--- config.mk ---
export PLATFORM = sky130hd
export DESIGN_NAME = drpc_bank
export DESIGN_NICKNAME = d
export VERILOG_FILES = /design/src/include/drpc_pkg.sv /design/src/hw/drpc_bank.sv
export VERILOG_INCLUDE_DIRS = /design/src /design/src/include
export SDC_FILE = /design/constraint.sdc
export NUM_CORES = 1
export LEC_CHECK = 0
export CORE_UTILIZATION = 54
export CTS_CLUSTER_DIAMETER = 40
export DETAILED_ROUTE_END_ITERATION = 8
export DONT_BUFFER_PORTS = 1
export PLACE_DENSITY_LB_ADDON = 0.3
export RECOVER_POWER = 50
export SLEW_MARGIN = 20
export SYNTH_ARGS = -nofsm -noshare
export SYNTH_HDL_FRONTEND = slang
export SYNTH_SLANG_ARGS = --single-unit
--- constraint.sdc ---
create_clock -name clk_in -period 1.3 [get_ports clk_in]
set_clock_uncertainty 0.05 [all_clocks]
set_input_delay 0.065 -clock clk_in [delete_from_list [all_inputs] [get_ports clk_in]]
set_output_delay 0.065 -clock clk_in [all_outputs]
set_load 0.005 [all_outputs]
--- src/include/drpc_consts.svh ---
`ifndef DRPC_CONSTS_SVH
`define DRPC_CONSTS_SVH

// ==========================================================
// register offsets
`define DRPC_AUDIO_CTL_OFS 8'h2_d
`define DRPC_PCLK_TEST_OFS 8'h2_e
`define DRPC_DUAL_RX_OFS 8'h3_4
`define DRPC_AEQ_OFS 8'h3_5

// ==========================================================
// reset values
`define DRPC_PCLK_TEST_RST 8'h0_0
`define DRPC_DUAL_RX_RST 8'h0_1
`define DRPC_AUDIO_CTL_RST 8'h0_0
`define DRPC_AEQ_RST 8'h0_0

// ==========================================================
// writable masks (reserved bits read zero)
`define DRPC_PCLK_TEST_MASK 8'h8_0
`define DRPC_DUAL_RX_MASK 8'h7_b
`define DRPC_AUDIO_CTL_MASK 8'h0_1
`define DRPC_AEQ_MASK 8'h7_0

// ==========================================================
// field positions
`define DRPC_FIFO_CLR_BIT 1
`define DRPC_EXT_PCLK_BIT 7
`define DRPC_LOCK_MODE_BIT 6
`define DRPC_RAW_BC_BIT 5
`define DRPC_PORT1_BIT 1
`define DRPC_PORT0_BIT 0
`define DRPC_STROBE_BIT 0
`define DRPC_MODE_MSB 4
`define DRPC_MODE_LSB 3

`endif

--- src/include/drpc_pkg.sv ---
`default_nettype none
package drpc_pkg;
	// dual-input operating mode
	typedef enum logic [1:0] {
		DRPC_MODE_AUTO = 2'h0,
		DRPC_MODE_DUAL = 2'h1,
		DRPC_MODE_PRI = 2'h2,
		DRPC_MODE_SEC = 2'h3
	} drpc_mode_t;

	// one control-bus register access
	typedef struct packed {
		logic wr;
		logic rd;
		logic [7:0] addr;
		logic [7:0] wdata;
	} drpc_req_t;

	// decoded control fields
	typedef struct packed {
		logic ext_pclk;
		logic lock_mode;
		logic raw_bc;
		drpc_mode_t mode;
		logic second_port_access_select;
		logic first_port_access_select;
		logic strobe_rising;
	} drpc_ctl_t;

	typedef enum {
		DRPC_IDLE,
		DRPC_CLEAR
	} drpc_clr_state_t;
endpackage
`default_nettype wire

--- src/hw/drpc_bank.sv ---
// What this block does
// - writing 1 to the audio FIFO error-clear bit clears the latched audio FIFO error; a new error arriving in the same cycle wins and stays latched.
// - the audio strobe bit at 1 strobes audio data on the rising edge, at 0 on the falling edge.
// - pixel-clock test bit 7 set selects the external test clock pin as pixel clock source.
// - with lock mode 0 the lock indication is high only while linked and video is not off.
// - with lock mode 1 the lock indication is high whenever linked to a serializer.
// - raw back-channel bit 5 set forwards general-purpose pin 0 unfiltered to the serializer.
// - the two-bit input mode selects auto, forced dual, forced primary or forced secondary.
// - port-1 select set makes writes update port-1 and shared registers.
// - port-1 select set makes reads return port-1 copies; software clears it to read port 0.
// - port-0 select set makes writes update port-0 and shared registers, reads return port 0 while port-1 select is clear.
// - with both selects set, port-specific reads return the port-1 copy.
// - the dual-receiver control register resets to 0x01.
`timescale 1ns/1ps
`default_nettype none
`include "drpc_consts.svh"

module drpc_bank
	import drpc_pkg::*;
(
	input wire logic clk_in,
	input wire logic rst_n_in,
	input wire drpc_req_t req_in,
	output logic [7:0] rdata_out,
	output logic rvalid_out,
	input wire logic fifo_err_set_in,
	output logic fifo_err_out,
	output logic strobe_rising_out,
	input wire logic test_clock_input_pin_in,
	input wire logic pll_pclk_in,
	output logic pclk_sel_out,
	output logic pclk_out,
	input wire logic linked_in,
	input wire logic forward_video_off_flag_in,
	output logic rx_lock_out,
	input wire logic general_purpose_pin_zero_in,
	input wire logic filtered_bc_in,
	output logic bc_data_out,
	output drpc_mode_t dual_input_mode_field_out,
	output logic [7:0] aeq_port0_out,
	output logic [7:0] aeq_port1_out
);
	// ==========================================================
	// pin synchronisers
	logic [1:0] gpio_sync_r;
	logic [1:0] link_sync_r;
	logic [1:0] voff_sync_r;
	logic [1:0] ferr_sync_r;

	// two flops each; only bit 1 is read by logic
	always_ff @(posedge clk_in) begin
		if (!rst_n_in) begin
			gpio_sync_r <= 2'h0;
			link_sync_r <= 2'h0;
			voff_sync_r <= 2'h3;
			ferr_sync_r <= 2'h0;
		end else begin
			gpio_sync_r <= {gpio_sync_r[0], general_purpose_pin_zero_in};
			link_sync_r <= {link_sync_r[0], linked_in};
			voff_sync_r <= {voff_sync_r[0], forward_video_off_flag_in};
			ferr_sync_r <= {ferr_sync_r[0], fifo_err_set_in};
		end
	end

	// ==========================================================
	// register storage
	logic [7:0] pclk_test_r;
	logic [7:0] dual_rx_r;
	logic [7:0] audio_ctl_r;
	logic [7:0] aeq_r [2];
	logic fifo_err_r;
	drpc_ctl_t ctl;

	function automatic logic hit(input drpc_req_t r, input logic [7:0] ofs);
		hit = r.addr == ofs;
	endfunction

	wire logic wr_dual = req_in.wr && hit(req_in, `DRPC_DUAL_RX_OFS);
	wire logic wr_pclk = req_in.wr && hit(req_in, `DRPC_PCLK_TEST_OFS);
	wire logic wr_audio = req_in.wr && hit(req_in, `DRPC_AUDIO_CTL_OFS);
	wire logic wr_aeq = req_in.wr && hit(req_in, `DRPC_AEQ_OFS);
	wire logic fifo_clr = wr_audio && req_in.wdata[`DRPC_FIFO_CLR_BIT];

	// shared registers; reserved bits are masked off on write
	always_ff @(posedge clk_in) begin
		if (!rst_n_in) begin
			dual_rx_r <= `DRPC_DUAL_RX_RST;
			pclk_test_r <= `DRPC_PCLK_TEST_RST;
			audio_ctl_r <= `DRPC_AUDIO_CTL_RST;
		end else begin
			if (wr_dual)
				dual_rx_r <= req_in.wdata & `DRPC_DUAL_RX_MASK;
			if (wr_pclk)
				pclk_test_r <= req_in.wdata & `DRPC_PCLK_TEST_MASK;
			if (wr_audio)
				audio_ctl_r <= req_in.wdata & `DRPC_AUDIO_CTL_MASK;
		end
	end

	// port-specific copies: each selected port takes the write
	genvar p;
	generate
		for (p = 0; p < 2; p++) begin : g_port
			always_ff @(posedge clk_in) begin
				if (!rst_n_in)
					aeq_r[p] <= `DRPC_AEQ_RST;
				else if (wr_aeq && dual_rx_r[p])
					aeq_r[p] <= req_in.wdata & `DRPC_AEQ_MASK;
			end
		end
	endgenerate

	// latched fifo error; a new error in the clear cycle wins
	always_ff @(posedge clk_in) begin
		if (!rst_n_in)
			fifo_err_r <= 1'b0;
		else if (ferr_sync_r[1])
			fifo_err_r <= 1'b1;
		else if (fifo_clr)
			fifo_err_r <= 1'b0;
	end

	// ==========================================================
	// read path: port 1 wins when both selects are set
	always_ff @(posedge clk_in) begin
		if (!rst_n_in) begin
			rdata_out <= 8'h0_0;
			rvalid_out <= 1'b0;
		end else begin
			rvalid_out <= req_in.rd;
			if (!req_in.rd)
				rdata_out <= 8'h0_0;
			else if (hit(req_in, `DRPC_DUAL_RX_OFS))
				rdata_out <= dual_rx_r;
			else if (hit(req_in, `DRPC_PCLK_TEST_OFS))
				rdata_out <= pclk_test_r;
			else if (hit(req_in, `DRPC_AUDIO_CTL_OFS))
				rdata_out <= audio_ctl_r;
			else if (hit(req_in, `DRPC_AEQ_OFS))
				rdata_out <= ctl.second_port_access_select ? aeq_r[1] : aeq_r[0];
			else
				rdata_out <= 8'h0_0;
		end
	end

	// ==========================================================
	// field decode and outputs
	always_comb begin
		ctl.ext_pclk = pclk_test_r[`DRPC_EXT_PCLK_BIT];
		ctl.lock_mode = dual_rx_r[`DRPC_LOCK_MODE_BIT];
		ctl.raw_bc = dual_rx_r[`DRPC_RAW_BC_BIT];
		ctl.mode = drpc_mode_t'(dual_rx_r[`DRPC_MODE_MSB:`DRPC_MODE_LSB]);
		ctl.second_port_access_select = dual_rx_r[`DRPC_PORT1_BIT];
		ctl.first_port_access_select = dual_rx_r[`DRPC_PORT0_BIT];
		ctl.strobe_rising = audio_ctl_r[`DRPC_STROBE_BIT];
	end

	// pclk mux is a plain select; a glitch-free switch belongs to the clock tree
	assign pclk_sel_out = ctl.ext_pclk;
	assign pclk_out = ctl.ext_pclk ? test_clock_input_pin_in : pll_pclk_in;

	// registered outputs
	always_ff @(posedge clk_in) begin
		if (!rst_n_in) begin
			rx_lock_out <= 1'b0;
			bc_data_out <= 1'b0;
			dual_input_mode_field_out <= DRPC_MODE_AUTO;
			strobe_rising_out <= 1'b0;
			fifo_err_out <= 1'b0;
		end else begin
			rx_lock_out <= link_sync_r[1] && (ctl.lock_mode || !voff_sync_r[1]);
			bc_data_out <= ctl.raw_bc ? gpio_sync_r[1] : filtered_bc_in;
			dual_input_mode_field_out <= ctl.mode;
			strobe_rising_out <= ctl.strobe_rising;
			fifo_err_out <= fifo_err_r;
		end
	end

	assign aeq_port0_out = aeq_r[0];
	assign aeq_port1_out = aeq_r[1];
endmodule
`default_nettype wire

==> After elaboration in Yosys (flattened, before gate mapping) <==
Memory sizes are Yosys's and may differ from the RTL's.
Index checks and enable logic that the tools add are counted.
{ "word_totals": {"mem_count": 1, "ram_bits": 6, "out_inout_bits": 33, "input_bits": 27, "regBits": 32, "word_cells": 58} }
{ "memory_table": {"columns": ["memory", "words", "word_bits", "read_ports", "rd_clocked_by_memory_dff", "write_ports", "line", "rtl"], "rows": [
  ["aeq_r", 2, 3, 2, 0, 2, "drpc_bank.sv:70", "logic [7:0] aeq_r [2];"]
]} }
{ "classes": {"bitwise": 4, "n_mux": 18, "n_eq_ne": 4, "reduce_logical": 14} }
{ "op_table": {"columns": ["operator", "count"], "rows": [
  ["8-bit by 6-bit == test with 1-bit output, second input constant", 4],
  ["8-bit 2-to-1 mux", 4],
  ["1-bit 2-to-1 mux", 11],
  ["1-bit logical AND", 8],
  ["7-bit 2-to-1 mux", 1],
  ["3-bit 2-to-1 mux", 2],
  ["5-bit OR reduction", 1],
  ["1-bit inverter", 2],
  ["1-bit bitwise OR", 2],
  ["2-bit AND reduction", 1],
  ["2-bit nonzero test", 1],
  ["2-bit OR reduction", 1],
  ["1-bit logical NOT", 1],
  ["1-bit logical OR", 1]
]} }

==> Logic depth before layout (Yosys ltp) <==
Gate-level depths: netlist (run 1).
{ "depth": {"depth_word": 7, "depth_mapped": 4, "ltp_nobuf": 3} }

==> Least setup slack after synthesis (run 1) <==
OpenSTA, ideal clock, no wires.
{ "synth_timing": {"kind": "register to register", "start": "register dual_rx_r[1]", "end": "memory aeq_r[1][0] (netlist bit), enable pin", "stages_incl_launch_ff": 4, "arrival_ns": 0.885, "setup_slack_ns": 0.021, "t_required_ns": 0.906, "cell_sequence": "dfxtp_1 clkbuf_1 inv_1 o21ai_0"} }
{ "synth_lines": {"columns": ["element", "line", "rtl"], "rows": [
  ["start: declaration", "drpc_bank.sv:68", "logic [7:0] dual_rx_r;"],
  ["start signal: assignment", "drpc_bank.sv:87", "dual_rx_r <= `DRPC_DUAL_RX_RST;"],
  ["start signal: assignment", "drpc_bank.sv:92", "dual_rx_r <= req_in.wdata & `DRPC_DUAL_RX_MASK;"],
  ["end: declaration", "drpc_bank.sv:70", null]
]} }

==> Worst setup path after layout (run 1) <==
{ "layout_timing": {"start": "register ferr_sync_r[1]", "end": "register fifo_err_r"} }
{ "layout_via": {"elab_chain_len": 1, "elab_cells_between_ends": 2, "cone_classes": "mux: 1; reduce/logical: 1"} }
{ "layout_lines": {"columns": ["element", "line", "rtl"], "rows": [
  ["start: declaration", "drpc_bank.sv:48", "logic [1:0] ferr_sync_r;"],
  ["start signal: assignment", "drpc_bank.sv:61", "ferr_sync_r <= {ferr_sync_r[0], fifo_err_set_in};"],
  ["1-bit 2-to-1 mux or 2-bit nonzero test (tied branches)", null, null],
  ["end signal: assignment", "drpc_bank.sv:116", "fifo_err_r <= 1'b0;"],
  ["end signal: assignment", "drpc_bank.sv:118", "fifo_err_r <= 1'b1;"],
  ["end signal: assignment", "drpc_bank.sv:120", "fifo_err_r <= 1'b0;"],
  ["end: declaration", "drpc_bank.sv:71", "logic fifo_err_r;"]
]} }
Parallel ways exist; a longest one is shown, timed or not.
A chain may end at the register's enable or synchronous reset.

==> results of run 1 <==
-- power by group --
part | total (uW) | switching (uW) | internal [uW]
registers | 1200 | 11.1 | 1190
logic | 147 | 54.3 | 92.9
clock network | 675 | 362 | 314
total | 2020 | 427 | 1590
-- flip-flops by register name, summed over array words and instances, names as in the netlist, 2 cells and up --
register and cells:
gpio_sync_r 2, ferr_sync_r 2, link_sync_r 2, rdata_out 7
dual_input_mode_field_out 2, voff_sync_r 2, dual_rx_r 6, aeq_r 6
-- critical path: cells and delay by family (launching register included) --
kind	cells	cell delay, ps
compound gates	2	210
buf+inv	1	560
flops	1	340
-- per-layer routing --
metal  part of all wire [%]  GRT usage (%)
met1                     39           25.3
met2                     54           38.4
met4                    1.5           10.7
met5                      0              0
met3                    5.7           7.50
-- metrics by stage --
stage          total power [uW]  util, %  hold WS (ps)  cells  setup slack, ps
2_1_floorplan              1310        -           116    150             21.1
3_3_place_gp               1290     58.6          92.0    169              204
3_5_place_dp               1290     58.6          99.3    169              211
4_1_cts                    2020     75.5          29.2    213             59.2
5_1_grt                    2100     75.0          34.8    213             7.66
6_report                   2020     75.0          52.6    213             39.0
-- placed cells by master, fill, tap and decap left out, types with 2 or more instances in the layout --
cell type / synthesis / layout
conb_1: 1 / 11
and3_1: 2 / 2
nand4_1: 3 / 3
nor2_1: 6 / 6
o21ai_0: 3 / 2
nand2b_1: 3 / 3
clkbuf_4: 0 / 5
edfxtp_1: 6 / 6
clkbuf_8: 0 / 2
inv_1: 10 / 10
dlygate4sd3_1: 0 / 35
nand3_1: 2 / 2
nor2b_1: 3 / 3
dfxtp_1: 31 / 31
o2bb2ai_1: 3 / 3
nand2_1: 16 / 16
buf_4: 11 / 5
and2_1: 10 / 7
mux2i_1: 12 / 12
and2_0: 0 / 3
-- area by class of cell --
| cell class | instances | area, sq um |
|---|---|---|
| Inverter | 10 | 37.5 |
| Clock inverter | 1 | 5.00 |
| Multi-Input combinational cell | 87 | 563 |
| Fill cell | 180 | 636 |
| Sequential cell | 37 | 801 |
| Tap cell | 30 | 37.5 |
| Timing Repair Buffer | 41 | 400 |
| Clock buffer | 7 | 65.1 |
-- kinds of logic (layout without fill, tap and decap cells) --
logic type | after synthesis | count (layout) | share of synthesized area (%)
flip-flops | 37 | 37 | 54.1
AND/OR/NAND/NOR | 54 | 54 | 23.1
AO/OA/AOI/OAI | 9 | 9 | 4.22
buffers and inverters | 26 | 59 | 9.46
multiplexers | 13 | 13 | 8.87
other | 1 | 11 | 0.253
-- how the worst max path moves through the flow --
stage	depth (start not counted)	startpoint	to
2_1_floorplan	3	dual_rx_r[1]$_SDFFE_PN0P_	aeq_r[1][0]$_SDFFCE_PN0P_
3_3_place_gp	4	req_in[14]	aeq_r[1][2]$_SDFFCE_PN0P_
3_5_place_dp	4	req_in[14]	aeq_r[0][2]$_SDFFCE_PN0P_
4_1_cts	4	rst_n_in	rdata_out[1]$_SDFF_PN0_
5_1_grt	3	dual_rx_r[4]$_SDFFE_PN0P_	dual_rx_r[4]$_SDFFE_PN0P_
6_report	3	ferr_sync_r[1]$_SDFF_PN0_	fifo_err_r$_SDFFE_PN0P_
-- repair_timing --
action                                  in CTS  in global routing
endpoints found under the setup margin       0                  5
hold buffers                                36                  1
resized for setup                            0                  2
endpoints found under the hold margin       37                  2
==> summary.txt, run 1 <==
Worst setup path
  • R2r endpoint: fifo_err_r$_SDFFE_PN0P_
  • Highest net fanout along the worst path: 2
  • Slowest cell on crit path: dlygate4sd3_1
  • Crit path kind: reg2reg
  • WP data required: 1480 ps
  • Arr. time, crit path: 1450 ps
  • Crit path largest cell delay: 560 ps
  • R2R Path Start: ferr_sync_r[1]$_SDFF_PN0_
  • Worst reg-to-reg path cell count: 3
  • Flop2flop setup slack: 40 ps
  • Worst setup SP type: register
  • CP endpoint kind: register
  • Critical-path cell list: o21ai_1, a31oi_1, dlygate4sd3_1

Place
  • Dpl hpwl: 1.79 mm
  • Gpl congestion: 0.769
  • PortBufs: 0
  • DP Area: 0.00149 sq mm

Synth
  • Synth area leaders: dfxtp_1 42%, edfxtp_1 12%, mux2i_1 8.1%
  • Post-Synthesis Cells: 140
  • Register bit total from synthesis: 37
  • Avg Cell Area, Syn: 10.6 sq um
  • Post-synth EDFFs: 6
  • Synth Cell Area: 0.00148 sq mm
  • Synth cell types: 31
  • Most common cell in the netlist: dfxtp_1
  • Synth warn: 0
  • Post-synthesis sequential area ratio: 54.1%
  • Top cell type's share of synthesized area: 41.9%
  • Synth top cells by count: 31 x dfxtp_1, 16 x nand2_1, 12 x mux2i_1
  • Yosys top cell by area: dfxtp_1
  • Ys async rst share: 0%
  • Synth Flop Type: dfxtp_1

Clock tree
  • Setup bufs post-CTS: 0
  • CTS tree: done
  • Clock transition at the registers of the reported paths: 110 ps
  • Clock sink count: 37
  • Num CTS Buffers: 5
  • CTS Root Cell: clkbuf_4
  • CTS H-tree lvls: 2
  • Clock Tree Buf Depth: 2
  • Worst-Skew Late Latency: 340 ps

Routing
  • Routed Antenna Nets: 0
  • Drt drc: 0
  • DRT Pass-1 Iters: 4
  • Iteration-0 DRC Markers: 22
  • Vias after detailed routing: 1114
  • Via/cell ratio: 5.23
  • Total Wirelength: 3.07 mm
  • Wirelength per Cell: 14.4 microns

Global route
  • Largest net degree at the start of global routing: 25
  • GR Util All Layers: 22.6%
  • Total gr overflow: 0
  • First-pass GRT wire length: 4.55 mm
  • Vias in the first global route: 1040
  • Antenna violations before repair: 0

Hold path
  • Hold Path Depth: 2
  • Min-Delay Endpoint: rdata_out[4]$_SDFF_PP0_
  • HP Start: req_in[8]
  • Min-delay worst type: in2reg

Cells and area
  • Nets: 209
  • N_diodes: 0
  • Area grow syn2layout: 28.9%
  • Fin area: 0.00191 sq mm
  • Fraction of layout cells with a size suffix above 1: 9.84%

Floorplanning
  • Die footprint: 0.00296 sq mm
  • # rows: 18
  • Starting Density: 58.2%
  • Core area: 0.00254 sq mm
  • I/O pin cnt: 60
  • Die height: 54.4 microns
  • Die X: 54.4 microns

Pwr
  • Power per standard cell area: 1060 mW/mm^2
  • Max IR drop VDD: 1.11 mV
  • LEAKAGE: 0.000836 uW

STA
  • Final hold vios: 0
  • Unrepaired setup endpoints after global routing: no
  • Setup tns final: 0 ps
  • Tcrit/Tclk final: 97.0%
  • Final setup violating endpoints: 0
  • Minimum clock period: 1260 ps
  • Max frequency: 0.793 GHz
  • Max Slew Vio Count: 0

Run
  • Max cap viols: 0

Outcome
  • Status: complete, no violations
(Power assumes the default switching activity.)
==> run 2: changes to the inputs <==
- ABC_AREA: not set -> 1
- CORE_UTILIZATION: 54 -> 55
- REMOVE_ABC_BUFFERS: not set -> 1
==> run 2 against run 1 <==
Core utilization down 1.6 points. Die area up 5.7%. Synthesized cell count up 51%. Flip-flop and latch count unchanged. Total power up 4.9%. Via count up 26%. Global-route usage up 1.8 points. Highest routed layer unchanged.
==> summary.txt, run 2 <==
STA
  • Minimum clock period: 1250 ps (-12.0 ps)
  • Tcrit/Tclk final: 96.1% (-0.93 points)
  • Final setup violating endpoints: 0 (unchanged)
  • Max Slew Vio Count: 0 (unchanged)
  • Final hold vios: 0 (unchanged)
  • Max frequency: 0.801 GHz (+0.96%)
  • Final worst slack: 51.0 ps (+12.0 ps)
  • Setup tns final: 0 ps (unchanged)
  • Unrepaired setup endpoints after global routing: no

Place
  • Pre-CTS WS: 239 ps (+28.5 ps)
  • PortBufs: 0 (unchanged)
  • Gpl congestion: 0.753 (-2.1%)
  • Dpl hpwl: 1.96 mm (+9.2%)

Clock tree
  • CTS H-tree lvls: 2 (unchanged)
  • Num CTS Buffers: 5 (unchanged)
  • Clock transition at the registers of the reported paths: 110 ps (about the same)
  • CTS Root Cell: clkbuf_4
  • CTS tree: done
  • Clock sink count: 37 (unchanged)
  • Setup bufs post-CTS: 0 (unchanged)
  • Worst-Skew Late Latency: 340 ps (about the same)
  • Clock Tree Buf Depth: 2 (unchanged)

Worst setup path
  • Flop2flop setup slack: 50 ps (about the same)
  • Highest net fanout along the worst path: 3 (+1)
  • Crit path kind: reg2reg
  • WP data required: 1530 ps (+50 ps)
  • CP endpoint kind: register
  • Worst setup SP type: register
  • Arr. time, crit path: 1480 ps (+30 ps)
  • Worst reg-to-reg path cell count: 5 (+2)
  • R2R Path Start: audio_ctl_r[0]$_SDFFE_PN0P_
  • R2r endpoint: audio_ctl_r[0]$_SDFFE_PN0P_

Pwr
  • Clk pwr share: 36.4% (+3.0 points)
  • Reg power frac: 56.5% (-2.8 points)
  • P_sw: 450 uW (+5.5%)
  • Power per standard cell area: 1050 mW/mm^2 (-1.1%)
  • Switching share of power: 21.3% (+0.12 points)
  • Int Pwr: 1670 uW (+4.7%)
  • Comb pwr share: 7.1% (-0.2 points)
  • LEAKAGE: 0.000991 uW (+19%)
  • Max IR drop VDD: 1.07 mV (-3.5%)

Synth
  • Post-synth EDFFs: 6 (unchanged)
  • Register bit total from synthesis: 37 (unchanged)
  • Synth area leaders: dfxtp_1 39%, nand2_1 14%, edfxtp_1 11%
  • Avg Cell Area, Syn: 7.54 sq um (-29%)
  • Top cell type's share of synthesized area: 38.8% (-3.1 points)
  • Synth warn: 0 (unchanged)
  • Post-Synthesis Cells: 212 (+51%)
  • Yosys top cell by area: dfxtp_1
  • Post-synthesis sequential area ratio: 50.1% (-3.9 points)
  • Most common cell in the netlist: nand2_1
  • Synth cell types: 20 (-35%)
  • Synth Cell Area: 0.00160 sq mm (+7.9%)
  • Synth Flop Type: dfxtp_1
  • Ys async rst share: 0% (unchanged)
  • Synth top cells by count: 59 x nand2_1, 39 x inv_1, 31 x dfxtp_1

Cells and area
  • Max reg flops: 7 (unchanged)
  • Top reg by flops: rdata_out
  • Area grow syn2layout: 26.7%
  • Most common cell after layout, fill and taps aside: nand2_1
  • Nets: 279 (+33%)
  • Top flop regs: rdata_out x7, aeq_r x6, dual_rx_r x6
  • N_diodes: 0 (unchanged)
  • Most frequent cells in the layout: 60 x nand2_1, 38 x dlygate4sd3_1, 37 x inv_1, 30 x dfxtp_1, 29 x nor2_1
  • Fraction of layout cells with a size suffix above 1: 9.09% (-0.75 points)

Global route
  • Vias in the first global route: 1368 (+32%)
  • First-pass GRT wire length: 5.87 mm (+29%)
  • GR Util All Layers: 24.4% (+1.8 points)
  • Grt peak-use layer: met2
  • Total gr overflow: 0 (unchanged)
  • Antenna violations before repair: 0 (unchanged)
  • Met2 usage: 44.4% (+6.0 points)
  • Met1 Usage GRT: 26.4% (+1.0 points)
  • Largest net degree at the start of global routing: 23 (-8.0%)
  • Met3 Use GR: 7.44% (-0.058 points)

Routing
  • Drt drc: 0 (unchanged)
  • Wirelength per Cell: 12.3 microns (-14%)
  • Routed Antenna Nets: 0 (unchanged)
  • Iteration-0 DRC Markers: 64 (+190%)
  • DRT Pass-1 Iters: 4 (unchanged)
  • Via/cell ratio: 4.94 (-5.5%)
  • Vias after detailed routing: 1403 (+26%)
  • Total Wirelength: 3.50 mm (+14%)

Hold path
  • HP Start: req_in[11]
  • Min-Delay Endpoint: rdata_out[1]$_SDFF_PN0_
  • Min-delay worst type: in2reg
  • Hold Path Depth: 5 (+3)

Run
  • Max cap viols: 0 (unchanged)

Floorplanning
  • # rows: 19 (+1)
  • Die footprint: 0.00312 sq mm (+5.7%)
  • Die X: 55.9 microns (+2.8%)
  • I/O pin cnt: 60 (unchanged)
  • Starting Density: 57.9% (-0.27 points)
  • Die height: 55.9 microns (+2.8%)
  • Core area: 0.00276 sq mm (+8.4%)

Outcome
  • Status: complete, no violations
## run 2: cell count changes after synthesis, moves of 4 or more
cell / before / now
nand2_1: 16 / 59
mux2i_1: 12 / 0
clkbuf_1: 4 / 0
and2_1: 10 / 0
inv_1: 10 / 39
nand3_1: 2 / 11
nor2_1: 6 / 29
## run 2: repair_timing
item,in CTS,in global routing
endpoints found under the hold margin,41,0
hold buffers,38,0
endpoints found under the setup margin,0,3
resized for setup,0,3
## run 2: how the worst max path moves through the flow
stage	startpoint	end	slack [ps]	cells past startpoint
floorplan	req_in[14]	aeq_r[0][0]$_SDFFCE_PN0P_	320	7
global placement	req_in[14]	aeq_r[0][1]$_SDFFCE_PN0P_	260	7
detailed placement	req_in[14]	aeq_r[0][1]$_SDFFCE_PN0P_	240	7
CTS	forward_video_off_flag_in	voff_sync_r[0]$_SDFF_PN1_	70	3
global route	audio_ctl_r[0]$_SDFFE_PN0P_	audio_ctl_r[0]$_SDFFE_PN0P_	10	5
finish	audio_ctl_r[0]$_SDFFE_PN0P_	audio_ctl_r[0]$_SDFFE_PN0P_	50	5
## run 2: cells by family (layout without fill, tap and decap cells)
group	count (synthesis)	after routing	synth area share [%]
AO/OA/AOI/OAI	6	6	2.58
buffers and inverters	54	85	15.7
other	1	11	0.235
AND/OR/NAND/NOR	114	114	31.3
flip-flops	37	37	50.1
## run 2: final cells by class
type	instances	area [sq um]
sequential	37	802
fill	223	733
multi-input combinational	131	581
timing repair buffer	38	380
inverter	39	146
clock buffer	6	41.3
tap	31	38.8
clock inverter	2	35.0
## run 2: per-layer routing
layer  vias to the layer above  part of all wire (%)
met1                       644                    38
met5                         -                     0
met2                        62                    52
li1                        685                     -
met4                         0                   2.0
met3                        12                   8.2
## run 2: critical path, stage by stage (launching register included)
cell           delay (ps)
dfxtp_2               350
inv_1                  40
nand2_1                60
nand2_1                50
dlygate4sd3_1         560
nor2_1                 80
## run 2: per-stage QoR
stage               hold slack (ps)  cells  instance area, sq um  total power [uW]  util (%)
global route                   44.5    284                  2020              2190      73.4
global placement                103    238                  1570              1300      56.9
finish                         37.6    284                  2020              2120      73.4
CTS                            26.5    284                  2030              2120      73.5
floorplan                      99.6    207                  1530              1290         -
detailed placement              108    238                  1570              1300      56.9
## run 2: power by group through the flow
stage	Clock (uW)	Sequential, uW	Combinational (uW)
finish	770	1200	151
CTS	779	1200	144
global placement	0	1220	73.8
global route	826	1200	166
detailed placement	0	1220	76.7
floorplan	0	1220	66.4
==> run 3: changes to the inputs <==
- PLACE_DENSITY_LB_ADDON: 0.3 -> 0.1
==> run 3 against run 2 <==
Register-to-register slack barely moved. Routed wire length down 7.4%. Final cell count grew 0.35%. Sequential share of layout area is 0.34 points lower. Total power is 1.1% lower. Flip-flop and latch count did not move. Critical path depth fell by 2. Final area is 0.87% higher. Die area did not move. Worst setup slack worse by 21 ps. Critical endpoint is now voff_sync_r[0]$_SDFF_PN1_. Largest cell class unchanged. Highest routed layer unchanged.
==> summary.txt, run 3 (same netlist as run 2, synthesis figures left out) <==
Floorplanning
  • Die X: 55.9 microns (unchanged)
  • Die height: 55.9 microns (unchanged)
  • I/O pin cnt: 60 (unchanged)
  • # rows: 19 (unchanged)
  • Core area: 0.00276 sq mm (unchanged)
  • Die footprint: 0.00312 sq mm (unchanged)
  • Starting Density: 57.9% (unchanged)

Routing
  • Total Wirelength: 3.25 mm (-7.4%)
  • Wirelength per Cell: 11.4 microns (-7.7%)
  • DRT Pass-1 Iters: 4 (unchanged)
  • Iteration-0 DRC Markers: 46 (-28%)
  • Vias after detailed routing: 1393 (-0.71%)
  • Routed Antenna Nets: 0 (unchanged)
  • Via/cell ratio: 4.89 (-1.1%)
  • Drt drc: 0 (unchanged)

Hold path
  • Min-delay worst type: in2reg
  • Hold Path Depth: 2 (-3)

Cells and area
  • Nets: 280 (+0.36%)
  • Fin area: 0.00204 sq mm (+0.87%)
  • Most common cell after layout, fill and taps aside: nand2_1
  • Top flop regs: rdata_out x7, aeq_r x6, dual_rx_r x6
  • Most frequent cells in the layout: 60 x nand2_1, 39 x dlygate4sd3_1, 37 x inv_1, 30 x dfxtp_1, 29 x nor2_1
  • Area grow syn2layout: 27.8%
  • Max reg flops: 7 (unchanged)
  • Final Non-Filler Cells: 285 (+0.35%)
  • Top reg by flops: rdata_out
  • Fraction of layout cells with a size suffix above 1: 9.45% (+0.36 points)
  • N_diodes: 0 (unchanged)

Worst setup path
  • Crit path buffers/inverters: 2 (unchanged)
  • Critical-path cell list: dlygate4sd3_1, or2_2, dlygate4sd3_1
  • CP most frequent cell: dlygate4sd3_1
  • Highest net fanout along the worst path: 1 (-2)
  • Crit path depth: 3 (-2)
  • Arr. time, crit path: 1450 ps (-30 ps)
  • Worst reg-to-reg path cell count: 5 (unchanged)
  • WP data required: 1480 ps (-50 ps)
  • Crit path largest cell delay: 560 ps (about the same)
  • Slowest cell on crit path: dlygate4sd3_1
  • Crit path kind: in2reg
  • CP endpoint kind: register
  • Cell family with most CP delay: buffers and inverters
  • Worst setup SP type: primary input

Place
  • DP Area: 0.00157 sq mm (unchanged)
  • Dpl hpwl: 2.00 mm (+2.3%)
  • Gpl congestion: 0.768 (+2.0%)
  • Dpl cells: 238 (unchanged)
  • PortBufs: 0 (unchanged)
  • Pre-CTS WS: 230 ps (-8.65 ps)

Clock tree
  • Clock Tree Buf Depth: 2 (unchanged)
  • CTS H-tree lvls: 2 (unchanged)
  • Clock transition at the registers of the reported paths: 110 ps (about the same)
  • Clock sink count: 37 (unchanged)
  • CTS tree: done
  • Worst-Skew Late Latency: 320 ps (-20 ps)
  • Num CTS Buffers: 5 (unchanged)
  • CTS Root Cell: clkbuf_4

Global route
  • Vias in the first global route: 1385 (+1.2%)
  • Largest net degree at the start of global routing: 25 (+8.7%)
  • Antenna violations before repair: 0 (unchanged)
  • First-pass GRT wire length: 5.50 mm (-6.3%)
  • Total gr overflow: 0 (unchanged)
  • GR Util All Layers: 22.7% (-1.8 points)

STA
  • Final setup violating endpoints: 0 (unchanged)
  • Minimum clock period: 1270 ps (+21.3 ps)
  • Unrepaired setup endpoints after global routing: yes
  • Final worst slack: 29.7 ps (-21.3 ps)
  • Final hold vios: 0 (unchanged)
  • Max Slew Vio Count: 0 (unchanged)
  • Tcrit/Tclk final: 97.7% (+1.6 points)
  • Max frequency: 0.787 GHz (-1.7%)

Pwr
  • LEAKAGE: 0.000997 uW (+0.61%)
  • Comb pwr share: 7.3% (+0.2 points)
  • P_sw: 448 uW (-0.62%)
  • Power per standard cell area: 1030 mW/mm^2 (-2.0%)
  • Int Pwr: 1650 uW (-1.2%)
  • Reg power frac: 57.2% (+0.7 points)
  • Clk pwr share: 35.6% (-0.8 points)
  • Switching share of power: 21.4% (+0.11 points)
  • Max IR drop VDD: 1.04 mV (-2.6%)
  • Total Power: 2090 uW (-1.1%)

Run
  • Max cap viols: 0 (unchanged)

Outcome
  • Status: complete, no violations
-- run 3: power groups by stage --
stage               logic (uW)  registers [uW]  clock network [uW]
global route               170            1200                 807
global placement          74.4            1220                   0
CTS                        147            1200                 765
floorplan                 66.4            1220                   0
finish                     152            1200                 745
detailed placement        77.6            1220                   0
-- run 3: layout make-up --
cell class	instances	area, sq um
Tap cell	31	38.8
Clock buffer	7	76.3
Inverter	39	146
Sequential cell	37	802
Clock inverter	1	7.51
Fill cell	216	716
Timing Repair Buffer	39	390
Multi-Input combinational cell	131	581
-- run 3: metrics by stage --
| step | hold WS (ps) | setup TNS [ps] | utilization (%) |
|---|---|---|---|
| 2_1_floorplan | 99.6 | 0 | - |
| 3_3_place_gp | 103 | 0 | 56.9 |
| 3_5_place_dp | 107 | 0 | 56.9 |
| 4_1_cts | 6.10 | 0 | 74.1 |
| 5_1_grt | 21.0 | -7.16 | 74.0 |
| 6_report | 28.4 | 0 | 74.0 |
-- run 3: worst reg2reg max path: stages, from the launching register on --
cell	delay (ps)
dfxtp_2	360
inv_1	40
nand2_1	50
nand2_1	50
dlygate4sd3_1	550
nor2_1	80
-- run 3: worst paths after layout --
check                              startpoint                           to  slack, ps
setup / recovery    forward_video_off_flag_in    voff_sync_r[0]$_SDFF_PN1_         30
setup reg to reg  audio_ctl_r[0]$_SDFFE_PN0P_  audio_ctl_r[0]$_SDFFE_PN0P_         60
hold reg to reg     voff_sync_r[1]$_SDFF_PN1_       rx_lock_out$_SDFF_PN0_        370
hold / removal                       rst_n_in    aeq_r[1][2]$_SDFFCE_PN0P_         30
-- run 3: routing by layer --
layer  vias to the layer above  wire, microns  global-route usage [%]
li1                        690              -                       -
met1                       644           1280                    22.9
met2                        57           1740                    44.6
met3                         2            207                    5.81
met4                         0             15                    7.32
met5                         -              0                       0
-- run 3: what timing repair did --
| action | CTS | global route |
|---|---|---|
| hold buffers | 39 | 0 |
| gates resized for setup | 0 | 3 |
| buffers inserted | 0 | 0 |
| hold endpoints to repair | 41 | 0 |
| endpoints found under the setup margin | 0 | 3 |
